**src/lsec_defines.svh**
```systemverilog
// Register offsets, field positions, reset values and timing counts for the
// regulator and switch enable configuration block.
// Assumes a 10 MHz system clock.
`ifndef LSEC_DEFINES_SVH
`define LSEC_DEFINES_SVH

// Register offsets
`define LSEC_ADDR_LDO_CONFIG 8'h0B
`define LSEC_ADDR_LOAD_SWITCH_CONFIG 8'h0C

// Regulator config field positions
`define LSEC_LDO_SEQ_MSB 7
`define LSEC_LDO_SEQ_LSB 5
`define LSEC_LDO_PASDSC_BIT 4
`define LSEC_LDO_ACTDSC_BIT 3
`define LSEC_LDO_EN_MSB 2
`define LSEC_LDO_EN_LSB 1
`define LSEC_LDO_MODE_BIT 0

// Switch config field positions
`define LSEC_SW_SEQ_MSB 7
`define LSEC_SW_SEQ_LSB 5
`define LSEC_SW_EN_MSB 2
`define LSEC_SW_EN_LSB 1
`define LSEC_SW_SOFT_BIT 0

// Writable-bit masks; sequencing fields and unused bits are not writable
`define LSEC_LDO_WMASK 8'h1F
`define LSEC_SW_WMASK 8'h07

// Reset values of the writable parts
`define LSEC_LDO_RESET 8'h00
`define LSEC_SW_RESET 8'h00

// Soft-start hold time: 60 ms at 100 ns per cycle
`define LSEC_SOFT_START_MS 60
`define LSEC_CLK_PERIOD_NS 100
`define LSEC_SOFT_START_CYC ((`LSEC_SOFT_START_MS * 1000000) / `LSEC_CLK_PERIOD_NS)

`endif

```
**src/lsec_pkg.sv**
```systemverilog
// Types shared by the regulator and switch enable configuration block.
// Assumes nothing beyond the defines header.
package lsec_pkg;

	// Three-bit sequencing codes
	typedef enum logic [2:0] {
		LSEC_SEQ_OFF0 = 3'h0,
		LSEC_SEQ_ALWAYS = 3'h1,
		LSEC_SEQ_AT_0 = 3'h2,
		LSEC_SEQ_AT_25 = 3'h3,
		LSEC_SEQ_AT_50 = 3'h4,
		LSEC_SEQ_OFF5 = 3'h5,
		LSEC_SEQ_PIN = 3'h6,
		LSEC_SEQ_REG = 3'h7
	} lsec_seq_t;

	// Two-bit register enable codes
	typedef enum logic [1:0] {
		LSEC_EN_OFF = 2'h0,
		LSEC_EN_ON = 2'h1,
		LSEC_EN_CTRL = 2'h2,
		LSEC_EN_RSVD = 2'h3
	} lsec_en_t;

endpackage : lsec_pkg

```
**src/lsec_enable_decode.sv**
```systemverilog
// Enable decoder for one output (regulator or switch): turns a sequencing
// code, the boot delay progress and the register enable field into an enable.
// Assumes boot progress flags are monotonic and come from the same clock.
`timescale 1ns/1ps
`include "lsec_defines.svh"
module lsec_enable_decode (
	// Clock and reset
	input wire logic clk_sys_i,
	input wire logic rst_n_i,
	// Controls
	input wire logic [2:0] seq_i,
	input wire logic [1:0] en_field_i,
	input wire logic supply_ok_i,
	input wire logic boot_0_i,
	input wire logic boot_25_i,
	input wire logic boot_50_i,
	input wire logic boot_100_i,
	input wire logic pin_en_i,
	input wire logic pin_variant_i,
	input wire logic ctrl_pin_i,
	// Result
	output logic enable_o
);

	// Combinational next value of the enable
	logic next_enable;

	// Decode of the sequencing code
	always_comb begin
		next_enable = 1'b0;
		unique case (lsec_pkg::lsec_seq_t'(seq_i))
			lsec_pkg::LSEC_SEQ_OFF0: next_enable = 1'b0;
			lsec_pkg::LSEC_SEQ_OFF5: next_enable = 1'b0;
			lsec_pkg::LSEC_SEQ_ALWAYS: next_enable = supply_ok_i;
			lsec_pkg::LSEC_SEQ_AT_0: next_enable = boot_0_i;
			lsec_pkg::LSEC_SEQ_AT_25: next_enable = boot_25_i;
			lsec_pkg::LSEC_SEQ_AT_50: next_enable = boot_50_i;
			lsec_pkg::LSEC_SEQ_PIN: next_enable = pin_variant_i & pin_en_i;
			lsec_pkg::LSEC_SEQ_REG: begin
				if (boot_100_i) begin
					unique case (lsec_pkg::lsec_en_t'(en_field_i))
						lsec_pkg::LSEC_EN_OFF: next_enable = 1'b0;
						lsec_pkg::LSEC_EN_ON: next_enable = 1'b1;
						lsec_pkg::LSEC_EN_CTRL: next_enable = ctrl_pin_i;
						// Reserved code holds the output off, the safe choice
						lsec_pkg::LSEC_EN_RSVD: next_enable = 1'b0;
					endcase
				end
			end
		endcase
	end

	// Registered enable; the output is a data output and comes from a flop
	always_ff @(posedge clk_sys_i or negedge rst_n_i) begin
		if (!rst_n_i) begin
			enable_o <= 1'b0;
		end else begin
			enable_o <= next_enable;
		end
	end

	// Off codes never enable
	property p_off_codes;
		@(posedge clk_sys_i) disable iff (!rst_n_i)
		(seq_i == 3'h0 || seq_i == 3'h5) |=> !enable_o;
	endproperty
	a_off_codes: assert property (p_off_codes) else $error("enable set under off code");

	// Register control gated by full boot delay
	property p_reg_gate;
		@(posedge clk_sys_i) disable iff (!rst_n_i)
		(seq_i == 3'h7 && !boot_100_i) |=> !enable_o;
	endproperty
	a_reg_gate: assert property (p_reg_gate) else $error("register enable before full delay");

endmodule : lsec_enable_decode

```
**src/lsec_config.sv**
```systemverilog
// Regulator and power switch enable configuration block: holds the two
// configuration registers, sequences both enables and times switch soft-start.
// Assumes a byte register port from the device's serial interface, and that
// the boot delay progress and supply presence come from the power-on logic.
//
// Function
// - Sequence field read-only; 000/101 off, 001 supply-on
// - Codes 010/011/100 enable at 0/25/50 percent
// - Code 110 hands control to enable pin
// - Code 111 uses enable field after full delay
// - Passive discharge on off/reset, optionally when disabled
// - Soft-start bit clear means no limiting
// - Soft-start bit set limits 25mA for 60ms
`timescale 1ns/1ps
`include "lsec_defines.svh"
module lsec_config (
	// Clock and reset
	input wire logic clk_sys_i,
	input wire logic rst_n_i,
	// Register port
	input wire logic reg_wr_i,
	input wire logic reg_rd_i,
	input wire logic [7:0] reg_addr_i,
	input wire logic [7:0] reg_wdata_i,
	output logic [7:0] reg_rdata_o,
	// Straps of the sequencing codes and device variant
	input wire logic [2:0] regulator_sequence_select_i,
	input wire logic [2:0] switch_sequence_select_i,
	input wire logic pin_variant_i,
	// Power-on logic status
	input wire logic supply_ok_i,
	input wire logic boot_0_i,
	input wire logic boot_25_i,
	input wire logic boot_50_i,
	input wire logic boot_100_i,
	input wire logic off_entry_i,
	input wire logic hard_reset_entry_i,
	// Pins
	input wire logic regulator_enable_pin_i,
	input wire logic switch_enable_pin_i,
	input wire logic multipurpose_control_pin_i,
	// Regulator controls
	output logic regulator_enable_o,
	output logic regulator_discharge_o,
	output logic regulator_active_discharge_o,
	output logic regulator_load_switch_mode_o,
	// Switch controls
	output logic switch_enable_o,
	output logic switch_current_limit_o
);

	// Writable parts of the two registers
	logic [7:0] ldo_config;
	logic [7:0] load_switch_config;
	// Sequencing codes latched after reset release
	logic [2:0] ldo_seq;
	logic [2:0] sw_seq;
	logic seq_loaded;
	// Soft-start counter and state
	logic [19:0] soft_cnt;
	logic soft_active;
	logic sw_en_q;
	logic next_sw_en;
	// Discharge request one cycle wide per mode entry
	logic dsc_entry;

	// Address match helper, used for both read and write decode
	function automatic logic hit(input logic [7:0] addr, input logic [7:0] ref_addr);
		hit = (addr == ref_addr);
	endfunction : hit

	// Straps captured once after reset, never under the asynchronous reset
	always_ff @(posedge clk_sys_i or negedge rst_n_i) begin
		if (!rst_n_i) begin
			ldo_seq <= 3'h0;
			sw_seq <= 3'h0;
			seq_loaded <= 1'b0;
		end else if (!seq_loaded) begin
			ldo_seq <= regulator_sequence_select_i;
			sw_seq <= switch_sequence_select_i;
			seq_loaded <= 1'b1;
		end
	end

	// Register writes; sequencing bits are masked out so writes cannot reach them
	always_ff @(posedge clk_sys_i or negedge rst_n_i) begin
		if (!rst_n_i) begin
			ldo_config <= `LSEC_LDO_RESET;
			load_switch_config <= `LSEC_SW_RESET;
		end else if (reg_wr_i) begin
			if (hit(reg_addr_i, `LSEC_ADDR_LDO_CONFIG)) begin
				ldo_config <= reg_wdata_i & `LSEC_LDO_WMASK;
			end
			if (hit(reg_addr_i, `LSEC_ADDR_LOAD_SWITCH_CONFIG)) begin
				load_switch_config <= reg_wdata_i & `LSEC_SW_WMASK;
			end
		end
	end

	// Read data registered; unmapped addresses and idle cycles read zero
	always_ff @(posedge clk_sys_i or negedge rst_n_i) begin
		if (!rst_n_i) begin
			reg_rdata_o <= 8'h00;
		end else if (reg_rd_i && hit(reg_addr_i, `LSEC_ADDR_LDO_CONFIG)) begin
			reg_rdata_o <= {ldo_seq, ldo_config[4:0]};
		end else if (reg_rd_i && hit(reg_addr_i, `LSEC_ADDR_LOAD_SWITCH_CONFIG)) begin
			reg_rdata_o <= {sw_seq, 2'b00, load_switch_config[2:0]};
		end else begin
			reg_rdata_o <= 8'h00;
		end
	end

	// Regulator enable sequencing
	lsec_enable_decode u_ldo_dec (
		.clk_sys_i(clk_sys_i),
		.rst_n_i(rst_n_i),
		.seq_i(ldo_seq),
		.en_field_i(ldo_config[`LSEC_LDO_EN_MSB:`LSEC_LDO_EN_LSB]),
		.supply_ok_i(supply_ok_i & seq_loaded),
		.boot_0_i(boot_0_i),
		.boot_25_i(boot_25_i),
		.boot_50_i(boot_50_i),
		.boot_100_i(boot_100_i),
		.pin_en_i(regulator_enable_pin_i),
		.pin_variant_i(pin_variant_i),
		.ctrl_pin_i(multipurpose_control_pin_i),
		.enable_o(regulator_enable_o)
	);

	// Switch enable sequencing, same decode as the regulator
	lsec_enable_decode u_sw_dec (
		.clk_sys_i(clk_sys_i),
		.rst_n_i(rst_n_i),
		.seq_i(sw_seq),
		.en_field_i(load_switch_config[`LSEC_SW_EN_MSB:`LSEC_SW_EN_LSB]),
		.supply_ok_i(supply_ok_i & seq_loaded),
		.boot_0_i(boot_0_i),
		.boot_25_i(boot_25_i),
		.boot_50_i(boot_50_i),
		.boot_100_i(boot_100_i),
		.pin_en_i(switch_enable_pin_i),
		.pin_variant_i(pin_variant_i),
		.ctrl_pin_i(multipurpose_control_pin_i),
		.enable_o(next_sw_en)
	);

	// Mode entries are pulses; discharge applies on them regardless of the bit
	assign dsc_entry = off_entry_i | hard_reset_entry_i;

	// Discharge control, registered
	always_ff @(posedge clk_sys_i or negedge rst_n_i) begin
		if (!rst_n_i) begin
			regulator_discharge_o <= 1'b0;
		end else begin
			regulator_discharge_o <= dsc_entry |
				(ldo_config[`LSEC_LDO_PASDSC_BIT] & !regulator_enable_o);
		end
	end

	// Regulator mode bit follows the register; active discharge follows its bit only while the regulator is off; both from flops
	always_ff @(posedge clk_sys_i or negedge rst_n_i) begin
		if (!rst_n_i) begin
			regulator_active_discharge_o <= 1'b0;
			regulator_load_switch_mode_o <= 1'b0;
		end else begin
			regulator_active_discharge_o <= ldo_config[`LSEC_LDO_ACTDSC_BIT] & !regulator_enable_o;
			regulator_load_switch_mode_o <= ldo_config[`LSEC_LDO_MODE_BIT];
		end
	end

	// Switch enable pipeline; the rising edge starts the soft-start window
	always_ff @(posedge clk_sys_i or negedge rst_n_i) begin
		if (!rst_n_i) begin
			sw_en_q <= 1'b0;
		end else begin
			sw_en_q <= next_sw_en;
		end
	end

	assign switch_enable_o = sw_en_q;

	// Soft-start timer; a switch turn-off cancels the window early
	always_ff @(posedge clk_sys_i or negedge rst_n_i) begin
		if (!rst_n_i) begin
			soft_cnt <= 20'h0_0000;
			soft_active <= 1'b0;
		end else if (!next_sw_en) begin
			soft_cnt <= 20'h0_0000;
			soft_active <= 1'b0;
		end else if (next_sw_en && !sw_en_q) begin
			soft_active <= load_switch_config[`LSEC_SW_SOFT_BIT];
			soft_cnt <= 20'(`LSEC_SOFT_START_CYC - 1);
		end else if (soft_active) begin
			if (soft_cnt == 20'h0_0000) begin
				soft_active <= 1'b0;
			end else begin
				soft_cnt <= soft_cnt - 20'h0_0001;
			end
		end
	end

	// Limit output is high while the switch is on inside the window
	assign switch_current_limit_o = soft_active & sw_en_q;

	// Writes never reach the sequencing field
	property p_seq_ro;
		@(posedge clk_sys_i) disable iff (!rst_n_i)
		seq_loaded |=> $stable(ldo_seq) && $stable(sw_seq);
	endproperty
	a_seq_ro: assert property (p_seq_ro) else $error("sequencing field changed");

	// Boot 50 percent under code 100 enables on the next cycle
	property p_boot50;
		@(posedge clk_sys_i) disable iff (!rst_n_i)
		(ldo_seq == 3'h4 && boot_50_i) |=> regulator_enable_o;
	endproperty
	a_boot50: assert property (p_boot50) else $error("regulator not enabled at 50 percent");

	// Pin control only on the pin variant
	property p_pin;
		@(posedge clk_sys_i) disable iff (!rst_n_i)
		(ldo_seq == 3'h6) |=> (regulator_enable_o == $past(pin_variant_i & regulator_enable_pin_i));
	endproperty
	a_pin: assert property (p_pin) else $error("regulator does not follow enable pin");

	// Mode entry always discharges
	property p_dsc_entry;
		@(posedge clk_sys_i) disable iff (!rst_n_i)
		dsc_entry |=> regulator_discharge_o;
	endproperty
	a_dsc_entry: assert property (p_dsc_entry) else $error("no discharge on mode entry");

	// Bit clear with no entry means no discharge, whatever the enable
	property p_dsc_clear;
		@(posedge clk_sys_i) disable iff (!rst_n_i)
		(!dsc_entry && !ldo_config[`LSEC_LDO_PASDSC_BIT]) |=> !regulator_discharge_o;
	endproperty
	a_dsc_clear: assert property (p_dsc_clear) else $error("discharge with bit clear");

	// Turn-on with soft-start clear has no limit
	property p_no_soft;
		@(posedge clk_sys_i) disable iff (!rst_n_i)
		(next_sw_en && !sw_en_q && !load_switch_config[`LSEC_SW_SOFT_BIT])
			|=> !switch_current_limit_o;
	endproperty
	a_no_soft: assert property (p_no_soft) else $error("limit without soft-start");

	// Turn-on with soft-start set still limits eight cycles later if the enable holds
	property p_soft;
		@(posedge clk_sys_i) disable iff (!rst_n_i)
		(next_sw_en && !sw_en_q && load_switch_config[`LSEC_SW_SOFT_BIT])
			##1 next_sw_en [*8] |-> switch_current_limit_o;
	endproperty
	a_soft: assert property (p_soft) else $error("soft-start limit missing");

	// Enable field 01 under code 111 after delay enables
	property p_en_on;
		@(posedge clk_sys_i) disable iff (!rst_n_i)
		(ldo_seq == 3'h7 && boot_100_i && ldo_config[2:1] == 2'h1) |=> regulator_enable_o;
	endproperty
	a_en_on: assert property (p_en_on) else $error("enable field 01 ignored");

endmodule : lsec_config

```
**config.mk**
```make
export PLATFORM = sky130hd
export DESIGN_NAME = lsec_config
export DESIGN_NICKNAME = d
export VERILOG_FILES = /design/src/lsec_pkg.sv /design/src/lsec_enable_decode.sv /design/src/lsec_config.sv
export VERILOG_INCLUDE_DIRS = /design/src /design/src/src
export SDC_FILE = /design/constraint.sdc
export NUM_CORES = 1
export LEC_CHECK = 0
export BUFFER_PORTS_ARGS = -buffer_cell sky130_fd_sc_hd__clkbuf_2
export CORE_MARGIN = 2
export CORE_UTILIZATION = 35
export CTS_BUF_LIST = sky130_fd_sc_hd__clkbuf_16
export CTS_CLUSTER_DIAMETER = 40
export DETAILED_ROUTE_END_ITERATION = 8
export RECOVER_POWER = 50
export SLEW_MARGIN = 20
export SYNTH_ARGS = -nofsm -noshare
export SYNTH_HDL_FRONTEND = slang
export SYNTH_SLANG_ARGS = --single-unit
```
**constraint.sdc**
```tcl
create_clock -name clk_sys_i -period 5.9 [get_ports clk_sys_i]
set_input_delay 1.77 -clock clk_sys_i [delete_from_list [all_inputs] [get_ports clk_sys_i]]
set_output_delay 1.77 -clock clk_sys_i [all_outputs]
set_load 0.02 [all_outputs]
```
# == Yosys cells after proc, flatten, opt, wreduce, memory -nomap -nowiden ==
# Index checks and enable logic that the tools add are counted.
# totals
mem_bits_ro,0
register_bits,50
mem_count,0
output_inout_bits,14
ramBits,0
latch_bits,0
input_bits,37
# classes
n_shift,0
n_eq_ne,24
multipliers,0
n_lt_le_gt_ge,0
mux,16
bitwise_logic,8
n_reduce_logical,17
div,0
addsub,1
# op_table
op,n
$mux W20,4
$eq A3 B3 Y1 const B,8
$logic_not A20 Y1,1
$sub A20 B1 Y20 const B,1
$eq A8 B4 Y1 const B,2
$mux W8,2
$pmux W1 S7,2
$eq A3 B2 Y1 const B,4
$eq A2 B2 Y1 const B,4
$reduce_or A2 Y1,4
$and A1 B1 Y1,6
$eq A3 B1 Y1 const B,2
$logic_not A3 Y1,2
$mux W1,6
$ne A3 B3 Y1 const B,2
$pmux W1 S3,2
$reduce_and A2 Y1,3
$eq A2 B1 Y1 const B,2
$logic_not A2 Y1,2
$logic_and A1 B1 Y1,3
$logic_not A1 Y1,2
$or A1 B1 Y1,2

# == Depth between registers and ports, before layout ==
# logic_depth
ltp_word,5
mapped_depth,7
ltp_nobuf,6

# == By module ==
# Synthesis repeated with hierarchy kept, for this count alone.
# hier_totals
cells_unflattened,230
hier_area_um2,2532.4
# modules_own_cells
module,seq_area_each_um2,cells_each,area_each_um2,n_inst
lsec_config,1201.2,202,2299.7,1
lsec_enable_decode,25.0,14,116.4,2

# == Least setup slack after synthesis ==
# Ideal clock, no wire load.
# synth_path
path_kind,input to register
start,input reg_addr_i[5]
end,register ldo_config[0]
stages,4
arrival_ps,2643
setup_slack_ps,3132
n_path_buf,0
required_ps,5775
cell_sequence,nor4_1 and2_1 nand3_1 mux2_2
# synth_between
elab_chain_cells,2
# synth_rtl
element,line_no,rtl
"start, declared",lsec_config.sv:23,"input wire logic [7:0] reg_addr_i,"
$eq A8 B4 Y1,lsec_config.sv:69,hit = (addr == ref_addr);
$reduce_and A2 Y1 (no source line),-,
"end signal, assigned",lsec_config.sv:88,ldo_config <= `LSEC_LDO_RESET;
"end signal, assigned",lsec_config.sv:92,ldo_config <= reg_wdata_i & `LSEC_LDO_WMASK;
"end, declared",lsec_config.sv:53,logic [7:0] ldo_config;
# No other way between the ends.
# A chain may end at the register's enable or synchronous reset.

==> out/metrics.yaml <==
p_sw_uw: 285
cts-resized-gates: 0
area_growth_pct: 17.3
synthesis.nets: 298
ff2ff_path_depth: 6
synth-edff-count: 0
ys.flop_type: "dfrtp_1"
syn_inst: 257
cp.required_ns: 5.73
outcome: "finished, violations left"
synth_warnings: 0
finalSetupTns_ns: 0
relSlewSlack_pct: -76.3
clk_latency_ns: 0.29
cp_slowest_stage_delay_ns: 1.87
post-route-min-period_ns: 3.91
holdPathStages: 0
hold_buffers: 0
power.share.clock_pct: 35.9
min_from: "ldo_config[0]$_DFFE_PN0P_"
crit_family: "buffers and inverters"
clock.fmax_mhz: 256
hold_violations: 0
crit_slowest_cell: "clkbuf_1"
internal-power_uw: 637
cts_tree: "done"
p_leak_uw: 0.00140
utilization_pct: 42.8
grt_util_all_layers_pct: 14.7
synth_cell_types: 49
seq_area_frac_synth_pct: 47.0
hold_class: "reg2reg"
arrival_ns: 3.74
place_area_um2: 2970
die_y_um: 91.2
critPathMaxFanout: 50
place_ws_ns: 2.77
rrSetupSlack_ns: 3.44
antenna_cells: 0
synthTopCellsByCount: "dfrtp_1, mux2_2, nand2_1"
async_reset_ff_share_pct: 100
htree_levels: 2
comb_power_share_pct: 18.9
layout.nets: 341
power_density_nw_per_um2: 295
drive_gt1_share_pct: 27.2
cts-root-buf: "clkbuf_16"
peakVddDrop_mv: 0.185
worst_pin_slew_ns: 2.64
worstPathCellList: "clkbuf_2 -> clkbuf_1"
gp_congestion: 0.739
drt_pre_antenna_iters: 4
post_drt_wl_per_cell_um: 14.5
die-width_um: 91.2
cts-root-to-sink-buffers: 2
rsz0062_at_grt: "no"
finalPower_uw: 922
r2r-start: "soft_cnt[0]$_DFFE_PN0P_"
core_area_um2: 7290
synth_area_leaders: "dfrtp_1, mux2_2, nor3_1, o21ai_0, and2_1"
cts_setup_buffers: 0
fp.dieArea_um2: 8310
hpwl_um: 4050
crit_path_end_kind: "asynchronous set/reset pin"
start_kind: "input port"
drt-initial-drc-count: 191
grt_pass1_vias: 2103
io_buffers: 47
ys_ff_latch: 50
synth_top_area_share_pct: 47.0
setup_viol: 0
cap_violations: 1
path_class: "in2async"
rows: 31
ios: 51
layout_setup_ws_ns: 1.99
synth.avg_cell_area_um2: 10.4
via_per_inst: 5.27
netlist_area_um2: 2660
swShare_pct: 31.0
ant_nets: 0
slew_violations: 51
antenna_found_initial: 0
failed_checks: "capacitance limit, slew limit"
start_util_pct: 36.5
vias: 2108
cts_buffers: 5
final_area_um2: 3120
grt_max_degree: 51
clock_skew_ns: 0.00818
min_delay_worst_endpoint: "regulator_load_switch_mode_o$_DFF_PN0_"
p_seq_share_pct: 45.2
yosysMostFrequentCell: "dfrtp_1"
yosysTopAreaCell: "dfrtp_1"
critPathBufInv: 2
clkTransAtPathRegs_ns: 0.07
wirelength_um: 5790
fin_crit_sh_pct: 66.2
drc: 0
reg2reg_to: "soft_cnt[9]$_DFFE_PN0P_"
grt_pass1_wl_um: 10000
cts_sinks: 50
grt_overflow: 0
## metrics by stage
step	hold slack, ns	std cells
2_1_floorplan	0.369	257
3_3_place_gp	0.379	392
3_5_place_dp	0.393	392
4_1_cts	0.409	400
5_1_grt	0.429	400
6_report	0.400	400
## per-layer routing
metal	part of all wire (%)	wire, µm	GRT usage, %	up-vias
met2	45	2630	22.3	50
met1	49	2830	20.6	1004
met3	4.7	271	3.57	5
met4	1.1	65	4.80	0
met5	0	0	0	-
li1	-	-	-	1049
## placed cells by master, fill, tap and decap left out, types with 5 or more instances in the layout
cell type,Yosys,routed
dfrtp_1,50,50
nand2b_1,5,5
nand4_1,5,5
mux2_2,15,15
o21ai_0,13,13
nand2_1,15,15
a31oi_1,6,6
o31ai_1,6,6
nand3_1,11,11
clkbuf_2,0,47
nor3_1,14,14
clkbuf_16,0,5
nor2_1,13,13
and2_1,10,10
a22o_1,6,6
a21oi_1,10,10
inv_1,10,10
## cell families (layout without fill, tap and decap cells)
logic type	after synthesis	count (layout)	share of synthesized area [%]
adders and majority gates	4	4	1.88
and+or+nand+nor	109	109	26.0
muxes	20	20	9.17
DFF	50	50	47.0
AOI/OAI and AO/OA	50	50	12.1
buffers and inverters	23	67	3.67
other	1	1	0.141
## layout make-up
cell class	count	area, µm²
fillers	742	4170
multi-input cells	184	1300
flip-flops and latches	50	1250
repair buffers	48	239
clock buffers	5	125
well taps	99	124
clock inverters	3	43.8
inverters	11	41.3
## power by group through the flow
stage          sequential, µW  combinational, µW  clock (µW)
2_1_floorplan             405                141           0
3_3_place_gp              424                175           0
3_5_place_dp              425                178           0
4_1_cts                   418                179         340
5_1_grt                   423                196         353
6_report                  417                174         331
## sequential cells by signal, indices dropped and copies added, names as in the netlist, 3 cells and up
| signal | count |
|---|---|
| ldo_config | 5 |
| ldo_seq | 3 |
| load_switch_config | 3 |
| reg_rdata_o | 8 |
| soft_cnt | 20 |
| sw_seq | 3 |
## worst max path at each step
stage | cells past startpoint | to | start | slack [ns]
5_1_grt | 2 | soft_cnt[18]$_DFFE_PN0P_ | rst_n_i | 1.31
2_1_floorplan | 4 | ldo_config[0]$_DFFE_PN0P_ | reg_addr_i[5] | 3.13
3_5_place_dp | 2 | switch_current_limit_o | switch_enable_o$_DFF_PN0_ | 2.77
6_report | 2 | seq_loaded$_DFF_PN0_ | rst_n_i | 1.99
3_3_place_gp | 2 | switch_current_limit_o | switch_enable_o$_DFF_PN0_ | 2.77
4_1_cts | 2 | switch_current_limit_o | switch_enable_o$_DFF_PN0_ | 2.45
Note: power is estimated with default switching activity, not from simulation.
